--- src/verilog/opsel_defines.vh ---
`ifndef OPSEL_DEFINES_VH
`define OPSEL_DEFINES_VH
// ----------------------------------------------------------------
// register offsets (4-bit address)
// ----------------------------------------------------------------
`define OPSEL_ADDR_AUX_CONTROL 4'h4
`define OPSEL_ADDR_IRQ_STATUS 4'h5
`define OPSEL_ADDR_PRESET_HI 4'h6
`define OPSEL_ADDR_PRESET_LO 4'h7
`define OPSEL_ADDR_OUT_SELECT 4'hD
`define OPSEL_ADDR_BIT_SET 4'hE
`define OPSEL_ADDR_BIT_CLEAR 4'hF
`define OPSEL_ADDR_LATCH_RD 4'hB
// ----------------------------------------------------------------
// field positions
// ----------------------------------------------------------------
`define OPSEL_AUX_BAUD_SET 7
`define OPSEL_AUX_MODE_HI 6
`define OPSEL_AUX_MODE_LO 4
`define OPSEL_IRQ_INPUT_CHANGE 7
`define OPSEL_IRQ_COUNTER_READY 3
`define OPSEL_IRQ_RX 1
`define OPSEL_IRQ_TX 0
// ----------------------------------------------------------------
// reset values
// ----------------------------------------------------------------
`define OPSEL_RST_BYTE 8'h00
`define OPSEL_RST_PRESET 16'h0002
// ----------------------------------------------------------------
// select codes and mode codes
// ----------------------------------------------------------------
`define OPSEL_P3_LATCH 2'h0
`define OPSEL_P3_CT 2'h1
`define OPSEL_P2_LATCH 2'h0
`define OPSEL_P2_TX16 2'h1
`define OPSEL_P2_TX1 2'h2
`define OPSEL_P2_RX1 2'h3
`define OPSEL_CT_CNT_IN2 3'h0
`define OPSEL_CT_CNT_TX1 3'h1
`define OPSEL_CT_CNT_XD16 3'h3
`define OPSEL_CT_TMR_IN2 3'h4
`define OPSEL_CT_TMR_IN2D16 3'h5
`define OPSEL_CT_TMR_X 3'h6
`define OPSEL_CT_TMR_XD16 3'h7
// ----------------------------------------------------------------
// timing counts
// ----------------------------------------------------------------
`define OPSEL_PRESCALE 4'hF
`endif

--- src/verilog/opsel_sync.v ---
`timescale 1ns/100ps
// two-stage synchroniser, one per bit
module opsel_sync #(
  parameter WIDTH = 4
) (
  input wire i_ref_clk,
  input wire i_nrst,
  input wire [WIDTH-1:0] i_async,
  output wire [WIDTH-1:0] o_sync
);
  reg [WIDTH-1:0] meta_r;
  reg [WIDTH-1:0] sync_r;
  always @(posedge i_ref_clk or negedge i_nrst)
  begin
    if (!i_nrst)
    begin
      meta_r <= {WIDTH{1'b0}};
      sync_r <= {WIDTH{1'b0}};
    end
    else
    begin
      meta_r <= i_async;
      sync_r <= meta_r;
    end
  end
  assign o_sync = sync_r;
endmodule // opsel_sync

--- src/verilog/opsel_ctr.v ---
`timescale 1ns/100ps
`include "opsel_defines.vh"
// counter/timer output generator
module opsel_ctr (
  input wire i_ref_clk,
  input wire i_nrst,
  input wire [2:0] i_mode,
  input wire [15:0] i_preset,
  input wire i_tick_in2,
  input wire i_tick_tx1,
  input wire i_start,
  input wire i_stop,
  output reg o_ct_out,
  output reg o_ready
);
  reg [15:0] count_r;
  reg run_r;
  reg [3:0] pre_r;
  reg tick;
  reg half_r;
  wire timer_mode;
  wire pre_hit;
  assign timer_mode = i_mode[2];
  assign pre_hit = (pre_r == `OPSEL_PRESCALE);
  // ----------------------------------------------------------------
  // clock source selection
  // ----------------------------------------------------------------
  always @*
  begin
    case (i_mode)
      `OPSEL_CT_CNT_IN2: tick = i_tick_in2;
      `OPSEL_CT_CNT_TX1: tick = i_tick_tx1;
      `OPSEL_CT_CNT_XD16: tick = pre_hit;
      `OPSEL_CT_TMR_IN2: tick = i_tick_in2;
      `OPSEL_CT_TMR_IN2D16: tick = i_tick_in2 & pre_hit;
      `OPSEL_CT_TMR_X: tick = 1'b1;
      `OPSEL_CT_TMR_XD16: tick = pre_hit;
      default: tick = 1'b0;
    endcase
  end
  always @(posedge i_ref_clk or negedge i_nrst)
  begin
    if (!i_nrst)
    begin
      count_r <= 16'h0000;
      run_r <= 1'b0;
      pre_r <= 4'h0;
      half_r <= 1'b0;
      o_ct_out <= 1'b1;
      o_ready <= 1'b0;
    end
    else
    begin
      if (i_mode == `OPSEL_CT_TMR_IN2D16)
      begin
        if (i_tick_in2)
          pre_r <= pre_r + 4'h1;
      end
      else
        pre_r <= pre_r + 4'h1;
      if (i_start)
      begin
        run_r <= 1'b1;
        count_r <= i_preset;
        half_r <= 1'b0;
        o_ct_out <= 1'b1;
      end
      else
      begin
        // stop clears ready; in timer mode a ready event in the same cycle wins
        if (i_stop)
          o_ready <= 1'b0;
        // timer keeps counting through a stop command
        if (i_stop && !timer_mode)
        begin
          run_r <= 1'b0;
          o_ct_out <= 1'b1;
        end
        else if (run_r && tick)
        begin
          if (count_r <= 16'h0001)
          begin
            count_r <= i_preset;
            if (timer_mode)
            begin
              o_ct_out <= ~o_ct_out;
              half_r <= ~half_r;
              if (half_r)
                o_ready <= 1'b1;
            end
            else
            begin
              o_ct_out <= 1'b0;
              o_ready <= 1'b1;
            end
          end
          else
            count_r <= count_r - 16'h0001;
        end
      end
    end
  end
endmodule // opsel_ctr

--- src/verilog/opsel_port.v ---
`timescale 1ns/100ps
`include "opsel_defines.vh"
module opsel_port (
  input wire i_ref_clk,
  input wire i_nrst,
  input wire [3:0] i_addr,
  input wire i_wr,
  input wire i_rd,
  input wire [7:0] i_wdata,
  output reg [7:0] o_rdata,
  input wire [3:0] i_in_pins,
  input wire i_tx_irq,
  input wire i_rx_irq,
  input wire i_break_irq,
  input wire [7:0] i_irq_mask,
  input wire i_tx_clk16,
  input wire i_tx_clk1,
  input wire i_rx_clk1,
  input wire i_ct_start,
  input wire i_ct_stop,
  output reg [7:0] o_out_pins,
  output reg [7:0] o_out_pins_oe_n,
  output reg o_baud_set,
  output reg o_irq_out_n
);
  reg [7:0] output_latch_r;
  reg [7:0] output_pin_select_r;
  reg [7:0] aux_control_r;
  reg [3:0] change_r;
  reg [3:0] prev_r;
  reg change_irq_r;
  reg [15:0] preset_r;
  reg [7:0] pins_nxt;
  reg [7:0] oe_nxt;
  reg tx1_d_r;
  reg [1:0] warm_r;
  wire [3:0] in_sync;
  wire [3:0] edge_hit;
  wire rd_change;
  wire ct_out;
  wire ct_ready;
  wire [7:0] irq_status;
  // ----------------------------------------------------------------
  // input sampling and change detection
  // ----------------------------------------------------------------
  opsel_sync #(
    .WIDTH(4)
  ) u_sync (
    .i_ref_clk(i_ref_clk),
    .i_nrst(i_nrst),
    .i_async(i_in_pins),
    .o_sync(in_sync)
  );
  // no change seen until sync and previous level hold real pin levels,
  // so a pin idling high gives no false change after reset
  assign edge_hit = (warm_r == 2'h3) ? (in_sync ^ prev_r) : 4'h0;
  assign rd_change = i_rd && (i_addr == `OPSEL_ADDR_AUX_CONTROL);
  // ----------------------------------------------------------------
  // counter/timer
  // ----------------------------------------------------------------
  opsel_ctr u_ctr (
    .i_ref_clk(i_ref_clk),
    .i_nrst(i_nrst),
    .i_mode(aux_control_r[`OPSEL_AUX_MODE_HI:`OPSEL_AUX_MODE_LO]),
    .i_preset(preset_r),
    .i_tick_in2(edge_hit[2] & in_sync[2]),
    .i_tick_tx1(i_tx_clk1 & ~tx1_d_r),
    .i_start(i_ct_start),
    .i_stop(i_ct_stop),
    .o_ct_out(ct_out),
    .o_ready(ct_ready)
  );
  assign irq_status = {change_irq_r, 3'h0, ct_ready, i_break_irq, i_rx_irq, i_tx_irq};
  // ----------------------------------------------------------------
  // register writes and flags
  // ----------------------------------------------------------------
  always @(posedge i_ref_clk or negedge i_nrst)
  begin
    if (!i_nrst)
    begin
      output_latch_r <= `OPSEL_RST_BYTE;
      output_pin_select_r <= `OPSEL_RST_BYTE;
      aux_control_r <= `OPSEL_RST_BYTE;
      preset_r <= `OPSEL_RST_PRESET;
      change_r <= 4'h0;
      prev_r <= 4'h0;
      change_irq_r <= 1'b0;
      tx1_d_r <= 1'b0;
      warm_r <= 2'h0;
    end
    else
    begin
      prev_r <= in_sync;
      tx1_d_r <= i_tx_clk1;
      if (warm_r != 2'h3)
        warm_r <= warm_r + 2'h1;
      if (i_wr)
      begin
        case (i_addr)
          `OPSEL_ADDR_AUX_CONTROL: aux_control_r <= i_wdata;
          `OPSEL_ADDR_OUT_SELECT: output_pin_select_r <= i_wdata;
          `OPSEL_ADDR_PRESET_HI: preset_r[15:8] <= i_wdata;
          `OPSEL_ADDR_PRESET_LO: preset_r[7:0] <= i_wdata;
          `OPSEL_ADDR_BIT_SET: output_latch_r <= output_latch_r | i_wdata;
          `OPSEL_ADDR_BIT_CLEAR: output_latch_r <= output_latch_r & ~i_wdata;
          default: output_latch_r <= output_latch_r;
        endcase
      end
      // new change wins over read clear
      change_r <= (rd_change ? 4'h0 : change_r) | edge_hit;
      change_irq_r <= (rd_change ? 1'b0 : change_irq_r)
        | (|(edge_hit & aux_control_r[3:0]));
    end
  end
  // ----------------------------------------------------------------
  // read data
  // ----------------------------------------------------------------
  always @(posedge i_ref_clk or negedge i_nrst)
  begin
    if (!i_nrst)
      o_rdata <= 8'h00;
    else if (i_rd)
    begin
      case (i_addr)
        `OPSEL_ADDR_AUX_CONTROL: o_rdata <= {change_r, in_sync};
        `OPSEL_ADDR_IRQ_STATUS: o_rdata <= irq_status;
        `OPSEL_ADDR_OUT_SELECT: o_rdata <= output_pin_select_r;
        `OPSEL_ADDR_LATCH_RD: o_rdata <= output_latch_r;
        default: o_rdata <= 8'h00;
      endcase
    end
  end
  // ----------------------------------------------------------------
  // output pin routing
  // ----------------------------------------------------------------
  always @*
  begin
    pins_nxt = ~output_latch_r;
    oe_nxt = 8'h00;
    if (output_pin_select_r[6])
    begin
      pins_nxt[6] = 1'b0;
      oe_nxt[6] = ~i_tx_irq;
    end
    if (output_pin_select_r[4])
    begin
      pins_nxt[4] = 1'b0;
      oe_nxt[4] = ~i_rx_irq;
    end
    case (output_pin_select_r[3:2])
      `OPSEL_P3_CT:
      begin
        pins_nxt[3] = 1'b0;
        oe_nxt[3] = ct_out;
      end
      default: pins_nxt[3] = ~output_latch_r[3];
    endcase
    case (output_pin_select_r[1:0])
      `OPSEL_P2_TX16: pins_nxt[2] = i_tx_clk16;
      `OPSEL_P2_TX1: pins_nxt[2] = i_tx_clk1;
      `OPSEL_P2_RX1: pins_nxt[2] = i_rx_clk1;
      default: pins_nxt[2] = ~output_latch_r[2];
    endcase
  end
  always @(posedge i_ref_clk or negedge i_nrst)
  begin
    if (!i_nrst)
    begin
      o_out_pins <= 8'hFF;
      o_out_pins_oe_n <= 8'h00;
      o_baud_set <= 1'b0;
      o_irq_out_n <= 1'b1;
    end
    else
    begin
      o_out_pins <= pins_nxt;
      o_out_pins_oe_n <= oe_nxt;
      o_baud_set <= aux_control_r[`OPSEL_AUX_BAUD_SET];
      o_irq_out_n <= ~(|(irq_status & i_irq_mask));
    end
  end
endmodule // opsel_port

--- config.mk ---
export PLATFORM = sky130hd
export DESIGN_NAME = opsel_port
export DESIGN_NICKNAME = d
export VERILOG_FILES = /design/src/verilog/opsel_sync.v /design/src/verilog/opsel_ctr.v /design/src/verilog/opsel_port.v
export VERILOG_INCLUDE_DIRS = /design/src /design/src/verilog
export SDC_FILE = /design/constraint.sdc
export NUM_CORES = 1
export LEC_CHECK = 0
export ABC_CLOCK_PERIOD_IN_PS = 2900
export BUFFER_PORTS_ARGS = -buffer_cell sky130_fd_sc_hd__buf_2
export CAP_MARGIN = 20
export CORE_UTILIZATION = 55
export DETAILED_ROUTE_END_ITERATION = 10
export GPL_ROUTABILITY_DRIVEN = 0
export PLACE_DENSITY = 0.76
export SETUP_SLACK_MARGIN = 0.2
export SLEW_MARGIN = 10
export SYNTH_ARGS = -nofsm -noshare
export SYNTH_HDL_FRONTEND = slang
export SYNTH_SLANG_ARGS = --single-unit
--- constraint.sdc ---
create_clock -name i_ref_clk -period 2.9 [get_ports i_ref_clk]
set_input_delay 0.58 -clock i_ref_clk [delete_from_list [all_inputs] [get_ports i_ref_clk]]
set_output_delay 0.58 -clock i_ref_clk [all_outputs]
set_load 0.005 [all_outputs]
After elaboration in Yosys (flattened, before gate mapping)
Cells that the tools add are included.
{ "totals": {"regBits": 105, "wordCells": 131, "out_inout_bits": 26} }
{ "op_classes": {"n_bitwise": 20, "muxes": 37, "n_eq_ne": 23, "n_addsub": 3, "reduce_logical": 24, "n_lt_le_gt_ge": 1} }
{ "ops": {"columns": ["cell", "count"], "rows": [
  ["$mux W16", 4],
  ["$pmux W8 S4", 1],
  ["$mux W1", 25],
  ["$eq A4 B4 Y1 const B", 5],
  ["$and A8 B8 Y8", 2],
  ["$eq A4 B3 Y1 const B", 4],
  ["$le A16 B1 Y1 const B", 1],
  ["$mux W4", 4],
  ["$not A8 Y8", 2],
  ["$pmux W8 S2", 1],
  ["$sub A16 B1 Y16 const B", 1],
  ["$reduce_and A2 Y1", 7],
  ["$eq A3 B3 Y1 const B", 4],
  ["$reduce_bool A2 Y1", 5],
  ["$not A1 Y1", 8],
  ["$or A8 B8 Y8", 1],
  ["$reduce_or A8 Y1", 1],
  ["$eq A2 B2 Y1 const B", 3],
  ["$reduce_bool A3 Y1", 2],
  ["$pmux W1 S5", 1],
  ["$add A4 B1 Y4 const B", 1],
  ["$and A4 B4 Y4", 1],
  ["$eq A2 B1 Y1 const B", 2],
  ["$ne A2 B2 Y1 const B", 2],
  ["other kinds (15)", 20]
]} }

Depth between registers and ports, before layout
Gate-level depths: netlist (run 1).
{ "logic_depth": {"word_depth": 9, "ltp_mapped": 8} }

By module
From an unflattened synthesis (run 1), not the netlist that was laid out.
{ "hier_totals": {"hier_cells": 412, "area_unflattened_um2": 4832.1} }
{ "modules_own_cells": {"columns": ["module", "cells_each", "n_inst", "seq_area_each_um2", "area_each_um2"], "rows": [
  ["opsel_port", 248, 1, 1839.3, 3123.0],
  ["opsel_ctr", 156, 1, 601.8, 1508.9],
  ["opsel_sync", 8, 1, 200.2, 200.2]
]} }

Worst setup path after synthesis (run 1)
OpenSTA, ideal clock, no wires.
{ "synth_timing": {"path_kind": "input to register", "startpoint": "input port i_tx_clk1", "endpoint": "register u_ctr.count_r[9]", "arrival_time_ps": 1914, "setup_slack_ps": 860, "setup_ps": 126, "cell_stages": 5, "path_cell_list": "nand2_1 or4_4 a211o_1 o311a_1 a221o_1"} }
{ "synth_via": {"elab_chain_cells": 5} }
{ "synth_rtl": {"columns": ["element", "line_no", "rtl"], "rows": [
  ["from (decl)", "opsel_port.v:17", "input wire i_tx_clk1,"],
  ["$and A1 B1 Y1", "opsel_port.v:67", ".i_tick_tx1(i_tx_clk1 & ~tx1_d_r),"],
  ["$pmux W1 S5", "opsel_ctr.v:30", "case (i_mode)"],
  ["$logic_and A1 B1 Y1", "opsel_ctr.v:79", "else if (run_r && tick)"],
  ["$reduce_bool A2 Y1 (no source line)", null, null],
  ["$reduce_and A2 Y1 (no source line)", null, null],
  ["to (signal assigned)", "opsel_ctr.v:64", "count_r <= i_preset;"],
  ["to (signal assigned)", "opsel_ctr.v:83", "count_r <= i_preset;"],
  ["to (signal assigned)", "opsel_ctr.v:98", "count_r <= count_r - 16'h0001;"],
  ["to (decl)", "opsel_ctr.v:16", "reg [15:0] count_r;"]
]} }
Every way passes these cells.
A chain may end at the register's enable or synchronous reset.

Final worst setup path (run 1)
{ "layout_timing": {"startpoint": "register warm_r[0]", "endpoint": "register u_ctr.count_r[9]"} }
{ "layout_via": {"elab_chain_cells": 8} }
{ "layout_rtl": {"columns": ["element", "line_no", "rtl"], "rows": [
  ["from (decl)", "opsel_port.v:36", "reg [1:0] warm_r;"],
  ["from (signal assigned)", "opsel_port.v:96", "warm_r <= warm_r + 2'h1;"],
  ["$eq A2 B2 Y1 *", "opsel_port.v:56", "assign edge_hit = (warm_r == 2'h3) ? (in_sync ^ prev_r) : 4'h0;"],
  ["$mux W4 *", "opsel_port.v:56", null],
  ["$and A1 B1 Y1 *", "opsel_port.v:66", ".i_tick_in2(edge_hit[2] & in_sync[2]),"],
  ["$and A1 B1 Y1", "opsel_ctr.v:35", "`OPSEL_CT_TMR_IN2D16: tick = i_tick_in2 & pre_hit;"],
  ["$pmux W1 S5 *", "opsel_ctr.v:30", null],
  ["$logic_and A1 B1 Y1 *", "opsel_ctr.v:79", null],
  ["$reduce_bool A2 Y1 (no source line) *", null, null],
  ["$reduce_and A2 Y1 (no source line) *", null, null]
]} }
Mark *: on every way between the ends. The rest lies on a longest branch, timed or not.

==> results.json, run 1 <==
{
  "layout_min_cycle_time_ns": 2.47,
  "holdWs_ns": 0.168,
  "wl_per_cell_um": 17.9,
  "synthTopCellsByArea": "dfrtp_1, mux2_2, dfstp_2",
  "finalSetupViolCount": 0,
  "grt_overflow": 0,
  "grt_util_all_layers_pct": 26.1,
  "fin_cells": 614,
  "fin_util_pct": 63.4,
  "drv_slew": 0,
  "final.period_utilization_pct": 85.3,
  "worstSetupPathType": "reg -> reg",
  "intPower_w": 0.00246,
  "ys_warn_count": 0,
  "nets": 541,
  "finalSetupTns_ns": 0,
  "finalHoldViolCount": 0,
  "clock_latency_ns": 0.38,
  "antenna_found_initial": 0,
  "clock_path_buffers": 2,
  "grt_pass1_wl_um": 17900,
  "synth_seq_cells": 105,
  "met2_usage_pct": 39.8,
  "ant_nets": 0,
  "syn_area_per_cell_um2": 11.1,
  "fp.dieH_um": 96.6,
  "yosysMostFrequentCell": "dfrtp_1",
  "grtUsageMet3_pct": 3.60,
  "root_buffer": "clkbuf_8",
  "io_pins": 62,
  "power_frac_comb_pct": 20.8,
  "p_per_area_mw_per_mm2": 664,
  "cap_violations": 0,
  "cts_tree": "done",
  "yosys-top-cells-count": "dfrtp_1, inv_1, nand2_1",
  "yosys.area.top_type_share_pct": 47.8,
  "hold_path_class": "in -> async",
  "fmax_mhz": 404,
  "numPlacedInstances": 598,
  "ys_seq_area_share_pct": 53.7,
  "dp_hpwl_um": 7910,
  "drc": 0,
  "synthArstFlopShare_pct": 100,
  "synth_cell_type_count": 67,
  "grt_pass1_vias": 3469,
  "cts_setup_buffers": 0,
  "initial_utilization_pct": 56.7,
  "p_switching_w": 0.00119,
  "routed_via_density": 6.06,
  "coreArea_mm2": 0.00868,
  "fill_cells": 721,
  "vias": 3721,
  "fin_skew_ns": 0.0108,
  "drive_above_1_share_pct": 27.7,
  "dr.first_iter.drc_count": 395,
  "die_w_um": 96.6,
  "crit_fanout": 12,
  "relSlewSlack_pct": 57.5,
  "cts_buffers": 9,
  "htree_num_levels": 3,
  "netlist_area_mm2": 0.00492,
  "first_pass_iters": 5,
  "swShare_pct": 32.6,
  "cp.arrival_ns": 2.75,
  "wirelength_um": 11000,
  "clk_pin_slew_ns": 0.11,
  "n_antenna_cell": 0,
  "grt_max_degree": 43,
  "cts_resized": 0,
  "rows": 34,
  "rsz0062_at_grt": "false",
  "numClockSinks": 105,
  "crit_required_ns": 3.17,
  "syn_inst": 444,
  "synth_edf_count": 0,
  "seqPwrFrac_pct": 53.8,
  "gr-usage-met1_pct": 38.5,
  "crit_path_start_kind": "flop",
  "ir_drop_mv": 0.405,
  "synthFlopType": "dfrtp_1",
  "synth_area_leader_cell": "dfrtp_1",
  "clkPwrFrac_pct": 25.4,
  "die_area_mm2": 0.00933,
  "postCtsHoldBufs": 0,
  "grt_busiest_layer": "met2",
  "worst_pin_slew_ns": 0.637,
  "placed_area_mm2": 0.00529,
  "p_leak_nw": 2.39,
  "syn2layout_area_growth_pct": 11.8,
  "fin_area_mm2": 0.00550,
  "cp-end-kind": "flop",
  "port_buffers": 53,
  "outcome": "completed"
}
cells in the final DEF (no fill, tap or decap), types with 8 or more instances in the layout:
cell	Yosys	layout
a21oi_1	23	23
a22o_1	11	11
a22oi_1	10	10
a31oi_1	9	9
buf_2	3	52
buf_4	5	15
clkbuf_8	2	9
dfrtp_1	94	94
dfstp_2	11	11
inv_1	30	30
mux2_2	27	27
nand2_1	28	28
nor2_1	24	24
nor2b_1	8	8
nor3_1	9	9
nor4_1	10	10
o21ai_0	15	15
o22ai_1	11	11
path summary, 6_finish.rpt:
| kind | from | end | slack, ns | cells past startpoint |
|---|---|---|---|---|
| worst min-delay path | i_nrst | u_ctr.count_r[14]$_DFFE_PN0P_ | 0.17 | 1 |
| max in group asynchronous | i_nrst | o_irq_out_n$_DFF_PN1_ | 2.00 | 2 |
| min in group i_ref_clk | i_in_pins[1] | u_sync.meta_r[1]$_DFF_PN0_ | 0.30 | 1 |
| worst max register to register | warm_r[0]$_DFFE_PN0P_ | u_ctr.count_r[9]$_DFFE_PN0P_ | 0.43 | 6 |
| worst max-delay path | warm_r[0]$_DFFE_PN0P_ | u_ctr.count_r[9]$_DFFE_PN0P_ | 0.43 | 6 |
| worst min register to register | u_sync.meta_r[3]$_DFF_PN0_ | u_sync.o_sync[3]$_DFF_PN0_ | 0.36 | 0 |
cell families (layout without fill, tap and decap cells):
logic type                 Yosys count  after routing  share of synthesized area (%)
AOI/OAI and AO/OA                  120            120                           17.5
other                                1              5                         0.0762
adders and majority gates            4              4                           1.02
muxes                               32             32                           7.45
buffers and inverters               55            113                           5.52
DFF                                105            105                           53.7
xor gates and xnor gates             8              8                           1.42
and+or+nand+nor                    119            119                           13.3
area by class of cell:
type / count / area (µm²) / share of cell area (%)
clock inverter: 7 / 88.8 / 1.61
sequential: 105 / 2640 / 48.0
clock buffer: 9 / 124 / 2.25
tap: 108 / 135 / 2.46
timing repair buffer: 67 / 373 / 6.77
inverter: 30 / 113 / 2.05
multi-input combinational: 288 / 2030 / 36.9
per-stage QoR:
stage                     worst slack, ns  power, W
after floorplan                     0.860   0.00247
after CTS                           0.427   0.00368
final                               0.425   0.00365
after global placement              0.517   0.00270
after detailed placement            0.460   0.00275
after global routing                0.270   0.00387
critical path, cell delays in order, from the launching register on:
cell      delay [ns]
dfrtp_1         0.38
ha_1            0.35
nand3b_1        0.21
a22o_2          0.29
a211o_1         0.46
o311a_1         0.40
a221o_1         0.27
registers in the layout (all words and copies together) (netlist names), 8 cells and up, named ones only:
name	flops
o_rdata	8
o_out_pins	8
u_ctr.count_r	16
preset_r	16
output_pin_select_r	8
aux_control_r	8
power by group through the flow:
stage,clock network [W],logic (W),registers [W]
global route,0.00101,0.000848,0.00200
floorplan,0,0.000538,0.00193
detailed placement,0,0.000756,0.00199
finish,0.000928,0.000759,0.00197
CTS,0.000950,0.000763,0.00196
global placement,0,0.000724,0.00198
routing by layer:
layer  routed length, µm  up-vias
met5                   0        -
met4                 189        0
met3                 612       19
met2                5060      122
met1                5110     1844
li1                    -     1736
Power figures use the tool's default switching activity.
==> run 2, diff against run 1 <==
CORE_UTILIZATION = 30   (was 55)
PLACE_DENSITY = unset   (was 0.76)
==> run 2 against run 1 <==
- sequential share of layout area down 2.0 points
- critical path depth decreased by 1
- hold slack improved by 0.063 ns
- worst setup slack gained 0.0048 ns
- fmax is 0.20% higher
- clock skew decreased by 0.0017 ns
- core utilization fell by 27 points
- total power rose by 9.9%
- largest power group unchanged
==> results.json, run 2 (synthesis results as in run 1) <==
{
  "fp.dieH_um": 130,
  "cts_tree": "done",
  "p_leak_nw": 2.43,
  "crit_chain": "or4_4 > nor2_2 > o2111ai_2 > o21ai_2 > a222oi_1",
  "ir_drop_mv": 0.321,
  "syn2layout_area_growth_pct": 16.6,
  "n_antenna_cell": 0,
  "port_buffers": 53,
  "clock_latency_ns": 0.35,
  "postCtsHoldBufs": 0,
  "wl_per_cell_um": 16.4,
  "r2r_end": "u_ctr.count_r[15]$_DFFE_PN0P_",
  "first_pass_iters": 5,
  "ff2ff_path_depth": 5,
  "die_w_um": 130,
  "fill_cells": 1596,
  "final_cell_mix": "dfrtp_1, buf_2, inv_1",
  "root_buffer": "clkbuf_16",
  "drv_slew": 0,
  "routed_via_density": 5.18,
  "crit_fanout": 12,
  "final.period_utilization_pct": 85.2,
  "power_w": 0.00402,
  "clock_path_buffers": 2,
  "htree_num_levels": 3,
  "reg.largest.list": "preset_r (16), u_ctr.count_r (16)",
  "die_area_mm2": 0.0169,
  "rows": 46,
  "numClockSinks": 105,
  "crit_path_start_kind": "flop",
  "fin_skew_ns": 0.00907,
  "cts_buffers": 9,
  "rsz0062_at_grt": "false",
  "finalHoldViolCount": 0,
  "r2r_slack_ns": 0.43,
  "grt_util_all_layers_pct": 14.9,
  "wirelength_um": 11800,
  "nets": 539,
  "cts_setup_buffers": 0,
  "cp.arrival_ns": 2.67,
  "grt_pass1_wl_um": 19100,
  "antenna_found_initial": 0,
  "initial_utilization_pct": 30.9,
  "fmax_mhz": 405,
  "holdWs_ns": 0.231,
  "dr.first_iter.drc_count": 289,
  "outcome": "completed",
  "cap_violations": 0,
  "grt_overflow": 0,
  "fin_util_pct": 36.0,
  "worstSetupPathType": "reg -> reg",
  "cts_resized": 0,
  "hold_path_class": "in -> async",
  "ant_nets": 0,
  "slowest_stage": "or4_4",
  "grt_max_degree": 57,
  "reg2reg_from": "u_ctr.count_r[12]$_DFFE_PN0P_",
  "finalSetupTns_ns": 0,
  "crit_required_ns": 3.10,
  "finalSetupViolCount": 0,
  "drive_above_1_share_pct": 27.2,
  "worst_pin_slew_ns": 0.625,
  "p_per_area_mw_per_mm2": 700,
  "mostFrequentLayoutCell": "dfrtp_1",
  "grt_pass1_vias": 3571,
  "dp_hpwl_um": 8590,
  "coreArea_mm2": 0.0159,
  "max_stage_delay_ns": 0.57,
  "layout_min_cycle_time_ns": 2.47,
  "cp-end-kind": "flop",
  "drc": 0,
  "relSlewSlack_pct": 58.3,
  "io_pins": 62,
  "vias": 3723,
  "clk_pin_slew_ns": 0.07
}
run 2: changes by cell type in the layout (fill, tap and decap cells not counted):
| cell | before | now |
|---|---|---|
| clkbuf_16 | 0 | 9 |
| clkbuf_8 | 9 | 1 |
| buf_4 | 15 | 12 |
| buf_12 | 0 | 1 |
| bufinv_16 | 0 | 1 |
| clkinv_4 | 0 | 1 |
| clkinv_8 | 2 | 1 |
| inv_12 | 1 | 0 |
| inv_6 | 2 | 1 |
| inv_8 | 2 | 1 |
run 2: critical path: cells and delay by family (launching register included):
family | cells | cell delay, ns
AO/OA/AOI/OAI | 3 | 1.01
AND/OR/NAND/NOR | 2 | 0.86
flip-flops | 1 | 0.45
run 2: final cells by class:
cell class              count  area (µm²)  share of cell area, %
flip-flops and latches    105        2640                   46.0
multi-input cells         288        2030                   35.4
repair buffers             65         370                   6.45
well taps                 216         270                   4.71
clock buffers              10         239                   4.16
inverters                  30         113                   1.96
clock inverters             5        75.1                   1.31
run 2: how the worst max path moves through the flow:
stage | start | end | slack (ns) | cells past startpoint
global route | u_ctr.count_r[12]$_DFFE_PN0P_ | u_ctr.count_r[15]$_DFFE_PN0P_ | 0.28 | 5
global placement | i_tx_clk1 | u_ctr.count_r[9]$_DFFE_PN0P_ | 0.47 | 6
floorplan | i_tx_clk1 | u_ctr.count_r[9]$_DFFE_PN0P_ | 0.86 | 5
detailed placement | u_ctr.count_r[12]$_DFFE_PN0P_ | u_ctr.count_r[15]$_DFFE_PN0P_ | 0.41 | 5
CTS | u_ctr.count_r[12]$_DFFE_PN0P_ | u_ctr.count_r[15]$_DFFE_PN0P_ | 0.42 | 5
finish | u_ctr.count_r[12]$_DFFE_PN0P_ | u_ctr.count_r[15]$_DFFE_PN0P_ | 0.43 | 5
run 2: per-layer routing:
metal / vias to the layer above / track usage [%] / part of all wire [%]
li1: 1744 / - / -
met1: 1878 / 21.7 / 49
met2: 87 / 22.2 / 45
met3: 14 / 1.89 / 3.5
met4: 0 / 6.50 / 2.1
met5: - / 0 / 0
run 2: power breakdown:
part	total, W	internal [W]	switching (W)
sequential	0.00198	0.00175	0.000232
combinational	0.000766	0.000362	0.000403
clock	0.00127	0.000707	0.000565
run 2: through the flow:
| stage | cells | cell area [µm²] | setup WS, ns |
|---|---|---|---|
| 2_1_floorplan | 448 | 4940 | 0.860 |
| 3_3_place_gp | 704 | 5420 | 0.465 |
| 3_5_place_dp | 704 | 5420 | 0.413 |
| 4_1_cts | 719 | 5740 | 0.416 |
| 5_1_grt | 719 | 5740 | 0.281 |
| 6_report | 719 | 5740 | 0.430 |
==> run 3, diff against run 2 <==
PLACE_DENSITY = 0.44   (was unset)
==> run 3 against run 2 <==
- non-clock buffer count is 3 higher
- critical path depth is 1 higher
- clock power is 7% lower
- global-route usage is 1.4 points higher
- fmax is 0.92% higher
- worst setup slack better by 0.023 ns
- sequential share of layout area is 0.060 points higher
- register-to-register slack better by 0.02 ns
- clock skew is 0.0025 ns lower
- sequential cell count stayed put
- die area stayed put
- sequential power hardly changed
- critical path type unchanged
- largest power group unchanged
- highest routed layer unchanged
==> results.json, run 3 (synthesis results as in run 1) <==
{
  "cp-end-kind": "flop",
  "r2r_end": "u_ctr.count_r[9]$_DFFE_PN0P_",
  "relSlewSlack_pct": 62.4,
  "io_pins": 62,
  "fill_cells": 1616,
  "fp.dieH_um": 130,
  "clk_pin_slew_ns": 0.07,
  "root_buffer": "clkbuf_16",
  "rows": 46,
  "intPower_w": 0.00273,
  "final.period_utilization_pct": 84.4,
  "fin_area_mm2": 0.00573,
  "worstSetupPathType": "reg -> reg",
  "grt_max_degree": 47,
  "grt_pass1_wl_um": 20000,
  "mostFrequentLayoutCell": "dfrtp_1",
  "finalHoldViolCount": 0,
  "n_antenna_cell": 0,
  "die_w_um": 130,
  "p_switching_w": 0.00120,
  "drc": 0,
  "die_area_mm2": 0.0169,
  "dp_hpwl_um": 9260,
  "multi_input_area_mm2": 0.00203,
  "p_per_area_mw_per_mm2": 684,
  "finalSetupViolCount": 0,
  "layout_min_cycle_time_ns": 2.45,
  "startpoint": "warm_r[0]$_DFFE_PN0P_",
  "placed_area_mm2": 0.00545,
  "fin_skew_ns": 0.00654,
  "cts_resized": 0,
  "antenna_found_initial": 0,
  "fmax_mhz": 409,
  "rsz0062_at_grt": "false",
  "numClockSinks": 105,
  "cts_setup_buffers": 0,
  "grt_overflow": 0,
  "syn2layout_area_growth_pct": 16.5,
  "routed_via_density": 5.06,
  "r2r_slack_ns": 0.45,
  "nets": 542,
  "finalSetupTns_ns": 0,
  "swShare_pct": 30.5,
  "grt_util_all_layers_pct": 16.3,
  "cp.arrival_ns": 2.69,
  "postCtsHoldBufs": 0,
  "power_frac_comb_pct": 19.7,
  "cap_violations": 0,
  "p_leak_nw": 2.42,
  "fin_cells": 723,
  "outcome": "completed",
  "crit_end": "u_ctr.count_r[9]$_DFFE_PN0P_",
  "port_buffers": 53,
  "numPlacedInstances": 707,
  "cts_tree": "done",
  "first_pass_iters": 5,
  "dr.first_iter.drc_count": 205,
  "ff2ff_path_depth": 6,
  "drv_slew": 0,
  "clock_path_buffers": 2,
  "crit_path_start_kind": "flop",
  "wirelength_um": 12700,
  "hold_path_class": "in -> async",
  "fin_util_pct": 35.9,
  "wl_per_cell_um": 17.6,
  "seqCellArea_mm2": 0.00264,
  "reg2reg_from": "warm_r[0]$_DFFE_PN0P_",
  "clock_latency_ns": 0.36,
  "clkPwrFrac_pct": 30.1,
  "ant_nets": 0,
  "cts_buffers": 9,
  "reg.largest.list": "preset_r (16), u_ctr.count_r (16)",
  "vias": 3660,
  "seqPwrFrac_pct": 50.2,
  "htree_num_levels": 3,
  "initial_utilization_pct": 30.9,
  "ir_drop_mv": 0.297,
  "grt_pass1_vias": 3489,
  "crit_fanout": 12,
  "drive_above_1_share_pct": 27.6,
  "crit_required_ns": 3.14,
  "final_cell_mix": "dfrtp_1, buf_2, inv_1",
  "coreArea_mm2": 0.0159,
  "worst_pin_slew_ns": 0.563
}
## run 3: cell count changes in the layout (fill, tap and decap cells not counted)
cell and change:
clkinvlp_4 +2, inv_8 -1, clkbuf_1 +1, inv_6 -1, buf_4 +3, clkinv_4 +2, clkinv_8 -1, bufinv_16 -1
## run 3: power by group through the flow
stage	Clock (W)	Combinational [W]	Sequential, W
after global placement	0	0.000769	0.00199
after detailed placement	0	0.000785	0.00200
after global routing	0.00127	0.000875	0.00201
after CTS	0.00122	0.000787	0.00197
after floorplan	0	0.000538	0.00193
final	0.00118	0.000774	0.00197
## run 3: layout make-up
cell class	instances	area share (%)
inverter	30	1.97
clock buffer	11	4.24
clock inverter	5	0.721
tap	216	4.72
multi-input combinational	288	35.4
timing repair buffer	68	6.86
sequential	105	46.1
## run 3: per-layer routing
layer | routed length [µm] | global-route usage, % | vias to the layer above
met5 | 0 | 0 | -
met4 | 324 | 7.87 | 0
met3 | 497 | 2.67 | 17
met2 | 5820 | 25.2 | 91
met1 | 6090 | 22.2 | 1811
li1 | - | - | 1741
## run 3: worst min path at each step
stage	startpoint	endpoint	depth (start not counted)
finish	i_nrst	o_rdata[2]$_DFFE_PN0P_	1
floorplan	i_nrst	async pin	0
CTS	i_nrst	o_rdata[2]$_DFFE_PN0P_	1
global route	i_nrst	o_rdata[1]$_DFFE_PN0P_	1
detailed placement	u_sync.meta_r[0]$_DFF_PN0_	u_sync.o_sync[0]$_DFF_PN0_	0
global placement	u_sync.meta_r[0]$_DFF_PN0_	u_sync.o_sync[0]$_DFF_PN0_	0
## run 3: metrics by stage
step	power, W	setup WS [ns]	hold WS, ns
global route	0.00416	0.340	0.249
floorplan	0.00247	0.860	0.284
CTS	0.00397	0.426	0.208
detailed placement	0.00278	0.391	0.335
global placement	0.00276	0.412	0.334
finish	0.00392	0.453	0.200
## run 3: worst max-delay path: stages (launching register included)
cell and delay [ns]:
dfrtp_1 0.37, ha_1 0.35, nand3b_1 0.18, a22o_2 0.28, a211o_1 0.49, o311a_1 0.40
a221o_1 0.26
